[config.mk]
export PLATFORM = sky130hd
export DESIGN_NAME = ars_sequencer
export DESIGN_NICKNAME = d
export VERILOG_FILES = /design/src/ars_pkg.sv /design/src/ars_sequencer.sv
export SDC_FILE = /design/constraint.sdc
export NUM_CORES = 2
export LEC_CHECK = 0
export ABC_CLOCK_PERIOD_IN_PS = 10320
export BUFFER_PORTS_ARGS = -buffer_cell sky130_fd_sc_hd__buf_2
export CAP_MARGIN = 20
export CORE_MARGIN = 8
export CORE_UTILIZATION = 39
export CTS_CLUSTER_DIAMETER = 120
export CTS_CLUSTER_SIZE = 24
export DETAILED_ROUTE_END_ITERATION = 16
export PLACE_DENSITY = 0.55
export SYNTH_ARGS = -nofsm -noshare
export SYNTH_HDL_FRONTEND = slang
export SYNTH_SLANG_ARGS = --single-unit
[constraint.sdc]
create_clock -name clk -period 10.32 [get_ports clk]
set_input_delay 2.064 -clock clk [delete_from_list [all_inputs] [get_ports clk]]
set_output_delay 2.064 -clock clk [all_outputs]
set_load 0.005 [all_outputs]
[src/ars_pkg.sv]
// Constants, carriers and helpers for the converter round sequencer.
// Assumes one 100 MHz clock shared with the APB master and converter core.
package ars_pkg;
  // ----------------------------------------------------------------
  // Sizes
  // ----------------------------------------------------------------
  localparam int DEPTH  = 32;
  localparam int IDX_W  = 5;
  localparam int CODE_W = 10;
  localparam int RES_W  = CODE_W + 1;
  // ----------------------------------------------------------------
  // Register map (byte addresses) and field positions
  // ----------------------------------------------------------------
  localparam logic [11:0] OFS_CTRL1 = 12'h000;
  localparam logic [11:0] OFS_AUX   = 12'h004;
  localparam logic [11:0] OFS_CSTAT = 12'h008;
  localparam logic [11:0] OFS_CMASK = 12'h00C;
  localparam logic [11:0] OFS_TSTAT = 12'h010;
  localparam logic [11:0] OFS_TMASK = 12'h014;
  localparam logic [4:0]  SEL_REGION = 5'h01;
  localparam logic [4:0]  RES_REGION = 5'h02;
  localparam int CTL_EN      = 0;
  localparam int CTL_GO      = 1;
  localparam int CTL_SLP     = 2;
  localparam int AUX_SCALE   = 0;
  localparam int AUX_SUPPLY  = 1;
  localparam int AUX_BACKUP  = 2;
  localparam int RND_BIT     = 0;
  localparam int TOP_ADC_BIT = 1;
  localparam logic [4:0] RST_CTRL1 = 5'h00;
  localparam logic [2:0] RST_AUX   = 3'h0;
  localparam logic       RST_MASK  = 1'h0;
  // ----------------------------------------------------------------
  // Channel codes
  // ----------------------------------------------------------------
  localparam logic [4:0] STOP_CODE = 5'h1F;
  localparam logic [4:0] CH_SUPPLY = 5'h16;
  localparam logic [4:0] CH_BACKUP = 5'h19;
  // ----------------------------------------------------------------
  // Timing
  // ----------------------------------------------------------------
  localparam int CLK_PERIOD_NS  = 10;
  localparam int MS_NS          = 1000000;
  localparam int MS_CYCLES      = MS_NS / CLK_PERIOD_NS;
  localparam int TICK_W         = 17;
  localparam int ROUND_LIMIT_US = 15625;
  // Scale factors in 1/1024 of one engineering step per raw step
  localparam logic [9:0] K_TEMP = 10'h1B3;
  localparam logic [9:0] K_VCC  = 10'h1A4;
  localparam logic [9:0] K_VNN  = 10'h0BE;
  localparam logic [9:0] K_V180 = 10'h032;
  localparam logic [9:0] K_VBAT = 10'h1E0;
  localparam logic [9:0] K_THRM = 10'h0F0;
  // ----------------------------------------------------------------
  // Carriers and states
  // ----------------------------------------------------------------
  typedef struct packed {
    logic [2:0] bias;
    logic [4:0] chan;
    logic       start;
  } ars_req_type;
  typedef struct packed {
    logic              done;
    logic              gain;
    logic [CODE_W-1:0] code;
  } ars_rsp_type;
  typedef enum logic [1:0] {
    ST_IDLE  = 2'b00,
    ST_ISSUE = 2'b01,
    ST_WAIT  = 2'b10,
    ST_SLEEP = 2'b11
  } ars_state_type;

  function automatic logic [4:0] ars_sleep_ms(input logic [2:0] sel);
    logic [4:0] ms;
    unique case (sel)
      3'h0: ms = 5'h00;
      3'h1: ms = 5'h01;
      3'h2: ms = 5'h02;
      3'h3: ms = 5'h04;
      3'h4: ms = 5'h08;
      3'h5: ms = 5'h10;
      3'h6: ms = 5'h18;
      3'h7: ms = 5'h1B;
    endcase
    return ms;
  endfunction

  // Slope only: the temperature offset is left to software
  function automatic logic [9:0] ars_scale(input logic [4:0] chan, input logic [9:0] code);
    logic [9:0]  k;
    logic [19:0] p;
    case (chan)
      5'h00:   k = K_TEMP;
      5'h01:   k = K_VCC;
      5'h02:   k = K_VNN;
      5'h03:   k = K_V180;
      5'h06:   k = K_VBAT;
      5'h09:   k = K_THRM;
      default: k = 10'h000;
    endcase
    p = code * k;
    return (k == 10'h000) ? code : p[19:10];
  endfunction
endpackage

[src/ars_sequencer.sv]
// Round-robin sequencer for a 10-bit converter with APB register access.
// Assumes the converter core runs on clk: start is a one-cycle pulse,
// done is a one-cycle pulse with code and gain valid beside it.
`timescale 1ns/1ps
`default_nettype none
module ars_sequencer
  import ars_pkg::*;
#(
  parameter int MS_CYC = MS_CYCLES
) (
  input  wire logic        clk,
  input  wire logic        sys_rst,
  input  wire logic        psel,
  input  wire logic        penable,
  input  wire logic        pwrite,
  input  wire logic [11:0] paddr,
  input  wire logic [31:0] pwdata,
  output logic      [31:0] prdata,
  output logic             pready,
  output logic             pslverr,
  output ars_req_type      convReq,
  input  wire ars_rsp_type convRsp,
  output logic             supplyPathEn,
  output logic             backupPathEn,
  output logic             chipIrqOut
);
  // ----------------------------------------------------------------
  // State
  // ----------------------------------------------------------------
  logic [4:0]        ctrl;
  logic [2:0]        aux;
  logic              roundFlag;
  logic              roundMask;
  logic              topFlag;
  logic              topMask;
  logic [7:0]        selTab [DEPTH];
  logic [RES_W-1:0]  resTab [DEPTH];
  ars_state_type     state;
  logic [IDX_W-1:0]  idx;
  logic [TICK_W-1:0] cycCnt;
  logic [4:0]        msCnt;

  logic [4:0]        next_ctrl;
  logic [2:0]        next_aux;
  logic              next_roundFlag;
  logic              next_roundMask;
  logic              next_topFlag;
  logic              next_topMask;
  logic [7:0]        next_selTab [DEPTH];
  logic [31:0]       next_prdata;
  logic              next_pready;
  logic              next_pslverr;
  logic              next_chipIrqOut;
  logic [RES_W-1:0]  next_resTab [DEPTH];
  ars_state_type     next_state;
  logic [IDX_W-1:0]  next_idx;
  logic [TICK_W-1:0] next_cycCnt;
  logic [4:0]        next_msCnt;
  ars_req_type       next_convReq;

  logic              access;
  logic              selHit;
  logic              resHit;
  logic              regHit;
  logic [IDX_W-1:0]  tIdx;
  logic              runOk;
  logic              roundEvt;
  logic [7:0]        entry;

  assign supplyPathEn = aux[AUX_SUPPLY];
  assign backupPathEn = aux[AUX_BACKUP];

  // ----------------------------------------------------------------
  // APB decode
  // ----------------------------------------------------------------
  // One wait state: pready rises the cycle after the access phase starts
  assign access = psel & penable & ~pready;
  assign tIdx   = paddr[6:2];
  // A misaligned table address hits nothing, so it is refused whole:
  // no table write, and the read word stays zero beside pslverr
  assign selHit = (paddr[11:7] == SEL_REGION) & (paddr[1:0] == 2'h0);
  assign resHit = (paddr[11:7] == RES_REGION) & (paddr[1:0] == 2'h0);
  assign regHit = (paddr == OFS_CTRL1) | (paddr == OFS_AUX) |
                  (paddr == OFS_CSTAT) | (paddr == OFS_CMASK) |
                  (paddr == OFS_TSTAT) | (paddr == OFS_TMASK);

  // ----------------------------------------------------------------
  // Register group
  // ----------------------------------------------------------------
  always_comb begin
    next_ctrl      = ctrl;
    next_aux       = aux;
    next_roundFlag = roundFlag;
    next_roundMask = roundMask;
    next_topFlag   = topFlag;
    next_topMask   = topMask;
    next_selTab    = selTab;
    next_prdata    = prdata;
    next_pready    = 1'b0;
    next_pslverr   = 1'b0;
    if (access) begin
      next_pready  = 1'b1;
      next_prdata  = 32'h0000_0000;
      next_pslverr = ~(selHit | resHit | regHit) | (paddr[1:0] != 2'h0);
      if (pwrite) begin
        if (selHit) begin
          next_selTab[tIdx] = pwdata[7:0];
        end
        unique case (paddr)
          OFS_CTRL1: next_ctrl = pwdata[4:0];
          OFS_AUX:   next_aux = pwdata[2:0];
          OFS_CSTAT: next_roundFlag = roundFlag & ~pwdata[RND_BIT];
          OFS_CMASK: next_roundMask = pwdata[RND_BIT];
          OFS_TSTAT: next_topFlag = topFlag & ~pwdata[TOP_ADC_BIT];
          OFS_TMASK: next_topMask = pwdata[TOP_ADC_BIT];
          default:   next_ctrl = ctrl;
        endcase
      end else begin
        if (selHit) begin
          next_prdata[7:0] = selTab[tIdx];
        end
        if (resHit) begin
          // Valid once the round-done flag is up
          next_prdata[RES_W-1:0] = resTab[tIdx];
        end
        unique case (paddr)
          OFS_CTRL1: next_prdata[4:0] = ctrl;
          OFS_AUX:   next_prdata[2:0] = aux;
          OFS_CSTAT: next_prdata[RND_BIT] = roundFlag;
          OFS_CMASK: next_prdata[RND_BIT] = roundMask;
          OFS_TSTAT: next_prdata[TOP_ADC_BIT] = topFlag;
          OFS_TMASK: next_prdata[TOP_ADC_BIT] = topMask;
          default:   next_prdata[31] = 1'b0;
        endcase
      end
    end
    // Applied after the bus clear so a same-cycle event wins
    if (roundEvt) begin
      next_roundFlag = 1'b1;
      if (!roundMask) begin
        next_topFlag = 1'b1;
      end
    end
    next_chipIrqOut = next_topFlag & ~next_topMask;
  end

  always_ff @(posedge clk) begin
    if (sys_rst) begin
      ctrl       <= RST_CTRL1;
      aux        <= RST_AUX;
      roundFlag  <= 1'b0;
      roundMask  <= RST_MASK;
      topFlag    <= 1'b0;
      topMask    <= RST_MASK;
      selTab     <= '{default: 8'h00};
      prdata     <= 32'h0000_0000;
      pready     <= 1'b0;
      pslverr    <= 1'b0;
      chipIrqOut <= 1'b0;
    end else begin
      ctrl       <= next_ctrl;
      aux        <= next_aux;
      roundFlag  <= next_roundFlag;
      roundMask  <= next_roundMask;
      topFlag    <= next_topFlag;
      topMask    <= next_topMask;
      selTab     <= next_selTab;
      prdata     <= next_prdata;
      pready     <= next_pready;
      pslverr    <= next_pslverr;
      chipIrqOut <= next_chipIrqOut;
    end
  end

  // ----------------------------------------------------------------
  // Sequencer group
  // ----------------------------------------------------------------
  // Enable gates start: nothing runs until both are set
  assign runOk = ctrl[CTL_EN] & ctrl[CTL_GO];
  assign entry = selTab[idx];

  always_comb begin
    next_state         = state;
    next_idx           = idx;
    next_cycCnt        = cycCnt;
    next_msCnt         = msCnt;
    next_resTab        = resTab;
    next_convReq       = convReq;
    next_convReq.start = 1'b0;
    roundEvt           = 1'b0;
    unique case (state)
      ST_IDLE: begin
        next_convReq.bias = 3'h0;
        if (runOk) begin
          next_idx   = '0;
          next_state = ST_ISSUE;
        end
      end
      ST_ISSUE: begin
        if (!runOk) begin
          next_state = ST_IDLE;
        end else if (entry[4:0] == STOP_CODE) begin
          roundEvt   = 1'b1;
          next_state = ST_SLEEP;
        end else if ((entry[4:0] == CH_SUPPLY && !aux[AUX_SUPPLY]) ||
                     (entry[4:0] == CH_BACKUP && !aux[AUX_BACKUP])) begin
          // Supply or backup channel with its path bit clear: skipped with a zero result
          next_resTab[idx] = '0;
          next_idx         = idx + 5'h01;
          if (idx == 5'h1F) begin
            roundEvt   = 1'b1;
            next_state = ST_SLEEP;
          end
        end else begin
          next_convReq.bias  = entry[7:5];
          next_convReq.chan  = entry[4:0];
          next_convReq.start = 1'b1;
          next_state         = ST_WAIT;
        end
        next_cycCnt = '0;
        next_msCnt  = 5'h00;
      end
      ST_WAIT: begin
        if (!runOk) begin
          next_convReq.bias = 3'h0;
          next_state        = ST_IDLE;
        end else if (convRsp.done) begin
          // Full-scale code is 2.40 V on any channel
          next_resTab[idx] = {convRsp.gain,
                              aux[AUX_SCALE] ? ars_scale(convReq.chan, convRsp.code)
                                             : convRsp.code};
          next_idx         = idx + 5'h01;
          next_state       = ST_ISSUE;
          if (idx == 5'h1F) begin
            // All 32 filled without a stop entry still closes the round
            roundEvt          = 1'b1;
            next_convReq.bias = 3'h0;
            next_state        = ST_SLEEP;
          end
        end
      end
      ST_SLEEP: begin
        next_convReq.bias = 3'h0;
        if (!runOk) begin
          next_state = ST_IDLE;
        end else if (msCnt >= ars_sleep_ms(ctrl[CTL_SLP +: 3])) begin
          next_idx   = '0;
          next_state = ST_ISSUE;
        end else if (cycCnt == TICK_W'(MS_CYC - 1)) begin
          next_cycCnt = '0;
          next_msCnt  = msCnt + 5'h01;
        end else begin
          next_cycCnt = cycCnt + 1'b1;
        end
      end
    endcase
  end

  always_ff @(posedge clk) begin
    if (sys_rst) begin
      state   <= ST_IDLE;
      idx     <= '0;
      cycCnt  <= '0;
      msCnt   <= 5'h00;
      resTab  <= '{default: 11'h000};
      convReq <= '0;
    end else begin
      state   <= next_state;
      idx     <= next_idx;
      cycCnt  <= next_cycCnt;
      msCnt   <= next_msCnt;
      resTab  <= next_resTab;
      convReq <= next_convReq;
    end
  end
  // Round time is 32 converter turnarounds plus 33 cycles
  // it holds as long as the core answers within about 488 us per sample.
endmodule
`default_nettype wire

==> key figures <==
Run status
  • Status: completed

Clock tree
  • Postcts setup bufs: 0
  • Cts hold-fix bufs: 0
  • Number of buffers created by CTS: 34
  • CTS tree: built
  • Clk Latency, worst-skew pair: 0.60 ns
  • Root buf cell: clkbuf_16
  • H-tree Lvls: 2
  • Worst-path clk slew: 0.10 ns
  • Maximum buffer depth of the clock tree: 3
  • Sink Count: 677
  • Post_cts resized: 0

Synthesis
  • Synth Area in Simple Gates: 12.5%
  • Synth cell types: 79
  • Gate Count Post-Synth: 3818
  • Asr flop ratio synth: 0%
  • Main combinational cell family by area after synthesis: compound AO/OA/AOI/OAI gates
  • Compound-Gate Fraction of Synth Area: 19.9%
  • Top cell type's share of synthesized area: 38.1%
  • Yosys top cell by area: dfxtp_1
  • Post-Synth XOR/XNOR Area: 0.665%
  • YS warnings: 0
  • Adder-Cell Fraction of Synth Area: 5.65%
  • Sequential-to-total area share from yosys stat: 38.1%
  • Multiplexer share of the synthesized area: 14.6%
  • EDFF count, synth: 0
  • Post-synthesis cell area: 0.0355 mm2
  • Number of synthesized register bits: 677
  • Ranking of synthesized cells by area: dfxtp_1 38%, mux4_2 11%, nand2_1 4.7%, o32ai_1 4.2%, inv_1 4.1%
  • Mapped Avg Cell Area: 9.31 um2
  • Main synth FF type: dfxtp_1

Worst setup path
  • Slowest stage delay, CP: 0.54 ns
  • Arrival time of the worst setup path: 7.71 ns
  • Crit-path cells: buf_2 -> nand2_1 -> fa_1 -> inv_1 -> fa_1 -> inv_1 -> fa_1 -> inv_1 -> fa_1 -> inv_1 -> fa_1 -> inv_1 -> ha_1 -> o21a_1 -> o211ai_1 -> a311o_1 -> nand3_1 -> a31oi_1 -> xnor2_1 -> mux2i_4 -> buf_4 -> o32ai_1
  • Startpoint types: primary input
  • Crit path capture type: flip-flop
  • Slowest cell on the critical path: fa_1
  • Req. time, crit path: 10.76 ns
  • Crit path kind: in -> reg
  • Crit path max fanout: 20

GRT
  • Total GRT Usage: 22.6%
  • First-pass GRT wire length: 181000 um
  • Vias in the first global route: 27900
  • Largest net degree at the start of global routing: 103
  • Initial antenna violation count: 5
  • Remaining global-route overflow: 0

Routing
  • DRT iter0 DRCs: 3331
  • Final WL: 121000 um
  • First-pass DRT Iterations: 6
  • Vias: 29600
  • Post-route DRC: 0
  • Vias per cell: 6.10
  • Drt wl/cell: 24.9 um
  • ANT nets after route: 0

Timing
  • Max Fclk: 137 MHz
  • RSZ-0062 raised after global routing: no
  • Setup TNS: 0 ns
  • Min Clock Period, post-route: 7.28 ns
  • Hold Worst Slack: 0.451 ns
  • Max_slew headroom: 26.4%
  • Slew Limit Fails: 0
  • Final hold violations: 0
  • Tcrit/Tclk final: 70.5%
  • Setup Skew: 0.0445 ns
  • Worst-margin pin slew: 1.10 ns
  • Setup violators final: 0

Placed design
  • Post-DP Area: 0.0365 mm2
  • GPL Wtd Cong: 0.909
  • Dpl hpwl: 78100 um
  • Placed insts: 4798
  • # port buffers: 61

Floorplan
  • Die X: 318 um
  • Initial Utilization: 39.4%
  • # rows: 110
  • Die ar.: 0.101 mm2
  • Number of I/O pins: 107
  • Die Y: 318 um
  • Core box area: 0.0901 mm2

Layout
  • Final design area excluding fillers: 0.0374 mm2
  • Total Nets Final: 3849
  • Layout area overhead: 5.27%
  • Commonest non-fill, non-tap cell in the layout: dfxtp_1
  • Fraction of layout cells with a size suffix above 1: 11.8%
  • Non-Filler Instances: 4842
  • Fillcell total: 8924
  • Most frequent cells in the layout: 675 x dfxtp_1, 443 x nand2_1, 388 x inv_1

Run
  • Max_cap viols: 0

Power
  • Worst IR Drop VDD: 0.113 mV
  • Static leakage: 11.7 nW
  • PD cells: 127 mW/mm2

Hold path
  • Worst min path class: reg -> reg
-- registers in the layout, indices dropped and copies added, names as in the netlist, named ones only --
name	count
aux	3
ctrl	5
roundFlag	1
state	2
chipIrqOut	1
pslverr	1
prdata	11
pready	1
resTab	352
msCnt	5
selTab	256
idx	5
cycCnt	17
topMask	1
roundMask	1
topFlag	1
convReq	9
-- logic make-up (layout without fill, tap and decap cells) --
group,count (synthesis),in the layout
flip-flops,677,677
XOR/XNOR,27,27
other,1,22
AND/OR/NAND/NOR,937,937
adder cells (fa/ha/maj),128,128
multiplexers,293,293
AO/OA/AOI/OAI,1023,1023
buffers and inverters,732,559
-- layout make-up --
| class | count | area (um2) | area share, % |
|---|---|---|---|
| multi-input cells | 2429 | 19200 | 51.2 |
| flip-flops and latches | 677 | 13600 | 36.2 |
| well taps | 1176 | 1470 | 3.93 |
| inverters | 390 | 1470 | 3.92 |
| clock buffers | 35 | 855 | 2.28 |
| repair buffers | 128 | 853 | 2.28 |
| clock inverters | 6 | 60.1 | 0.160 |
| diodes | 1 | 2.50 | 0.00669 |
-- Yosys cell counts (6+ instances only) --
cell,count
a21o_1,8
a21oi_1,286
a22oi_1,49
a31oi_1,10
and2_1,62
and3_1,18
and4_1,6
buf_1,33
buf_2,49
buf_4,26
buf_6,19
clkbuf_1,213
dfxtp_1,677
fa_1,54
ha_1,74
inv_1,388
mux2_2,6
mux2i_1,108
mux4_2,179
nand2_1,444
nand2b_1,12
nand3_1,149
nand4_1,23
nand4b_1,6
nor2_1,96
nor2b_1,19
nor3_1,33
nor4_1,23
o21ai_0,146
o22ai_1,213
o22ai_2,10
o311ai_0,30
o31ai_1,33
o31ai_4,30
o32ai_1,171
or4_1,6
or4bb_1,6
xnor2_1,10
xor2_1,17
-- power breakdown --
part           switching [mW]  internal [mW]
Combinational           0.403          0.218
Sequential           0.000870           2.61
Clock                   0.921          0.609
Total                    1.32           3.44
-- metrics by stage --
step                power, mW  setup WS, ns  util (%)
floorplan                3.12          3.10         -
global placement         3.29          2.43      40.5
detailed placement       3.29          2.43      40.5
CTS                      4.78          3.04      41.5
global route             4.95          2.67      41.5
finish                   4.76          3.04      41.5
-- worst max-delay path, delay by kind of cell --
kind | cells | cell delay [ns]
fa+ha+maj | 6 | 2.79
compound gates | 5 | 1.01
buf+inv | 7 | 0.91
mux | 1 | 0.51
simple gates | 2 | 0.25
xor+xnor | 1 | 0.12
-- routing by layer --
metal	up-vias	global-route usage (%)	part of all wire [%]	wire length, um
li1	13400	-	-	-
met3	184	3.89	7.4	8960
met2	1091	35.0	45	54400
met1	14800	31.9	44	53000
met5	-	0	0.033	40
met4	6	7.61	3.5	4230
-- worst paths after layout --
kind              cells after the start                       end                     start  slack (ns)
hold reg to reg                       2  resTab[291]$_SDFFE_PP0P_  resTab[291]$_SDFFE_PP0P_        0.45
hold / removal                        2  resTab[291]$_SDFFE_PP0P_  resTab[291]$_SDFFE_PP0P_        0.45
setup / recovery                     22  resTab[207]$_SDFFE_PP0P_                convRsp[7]        3.04
setup reg to reg                     23  resTab[207]$_SDFFE_PP0P_   convReq[3]$_SDFFE_PP0P_        3.23
(Power assumes the default switching activity.)
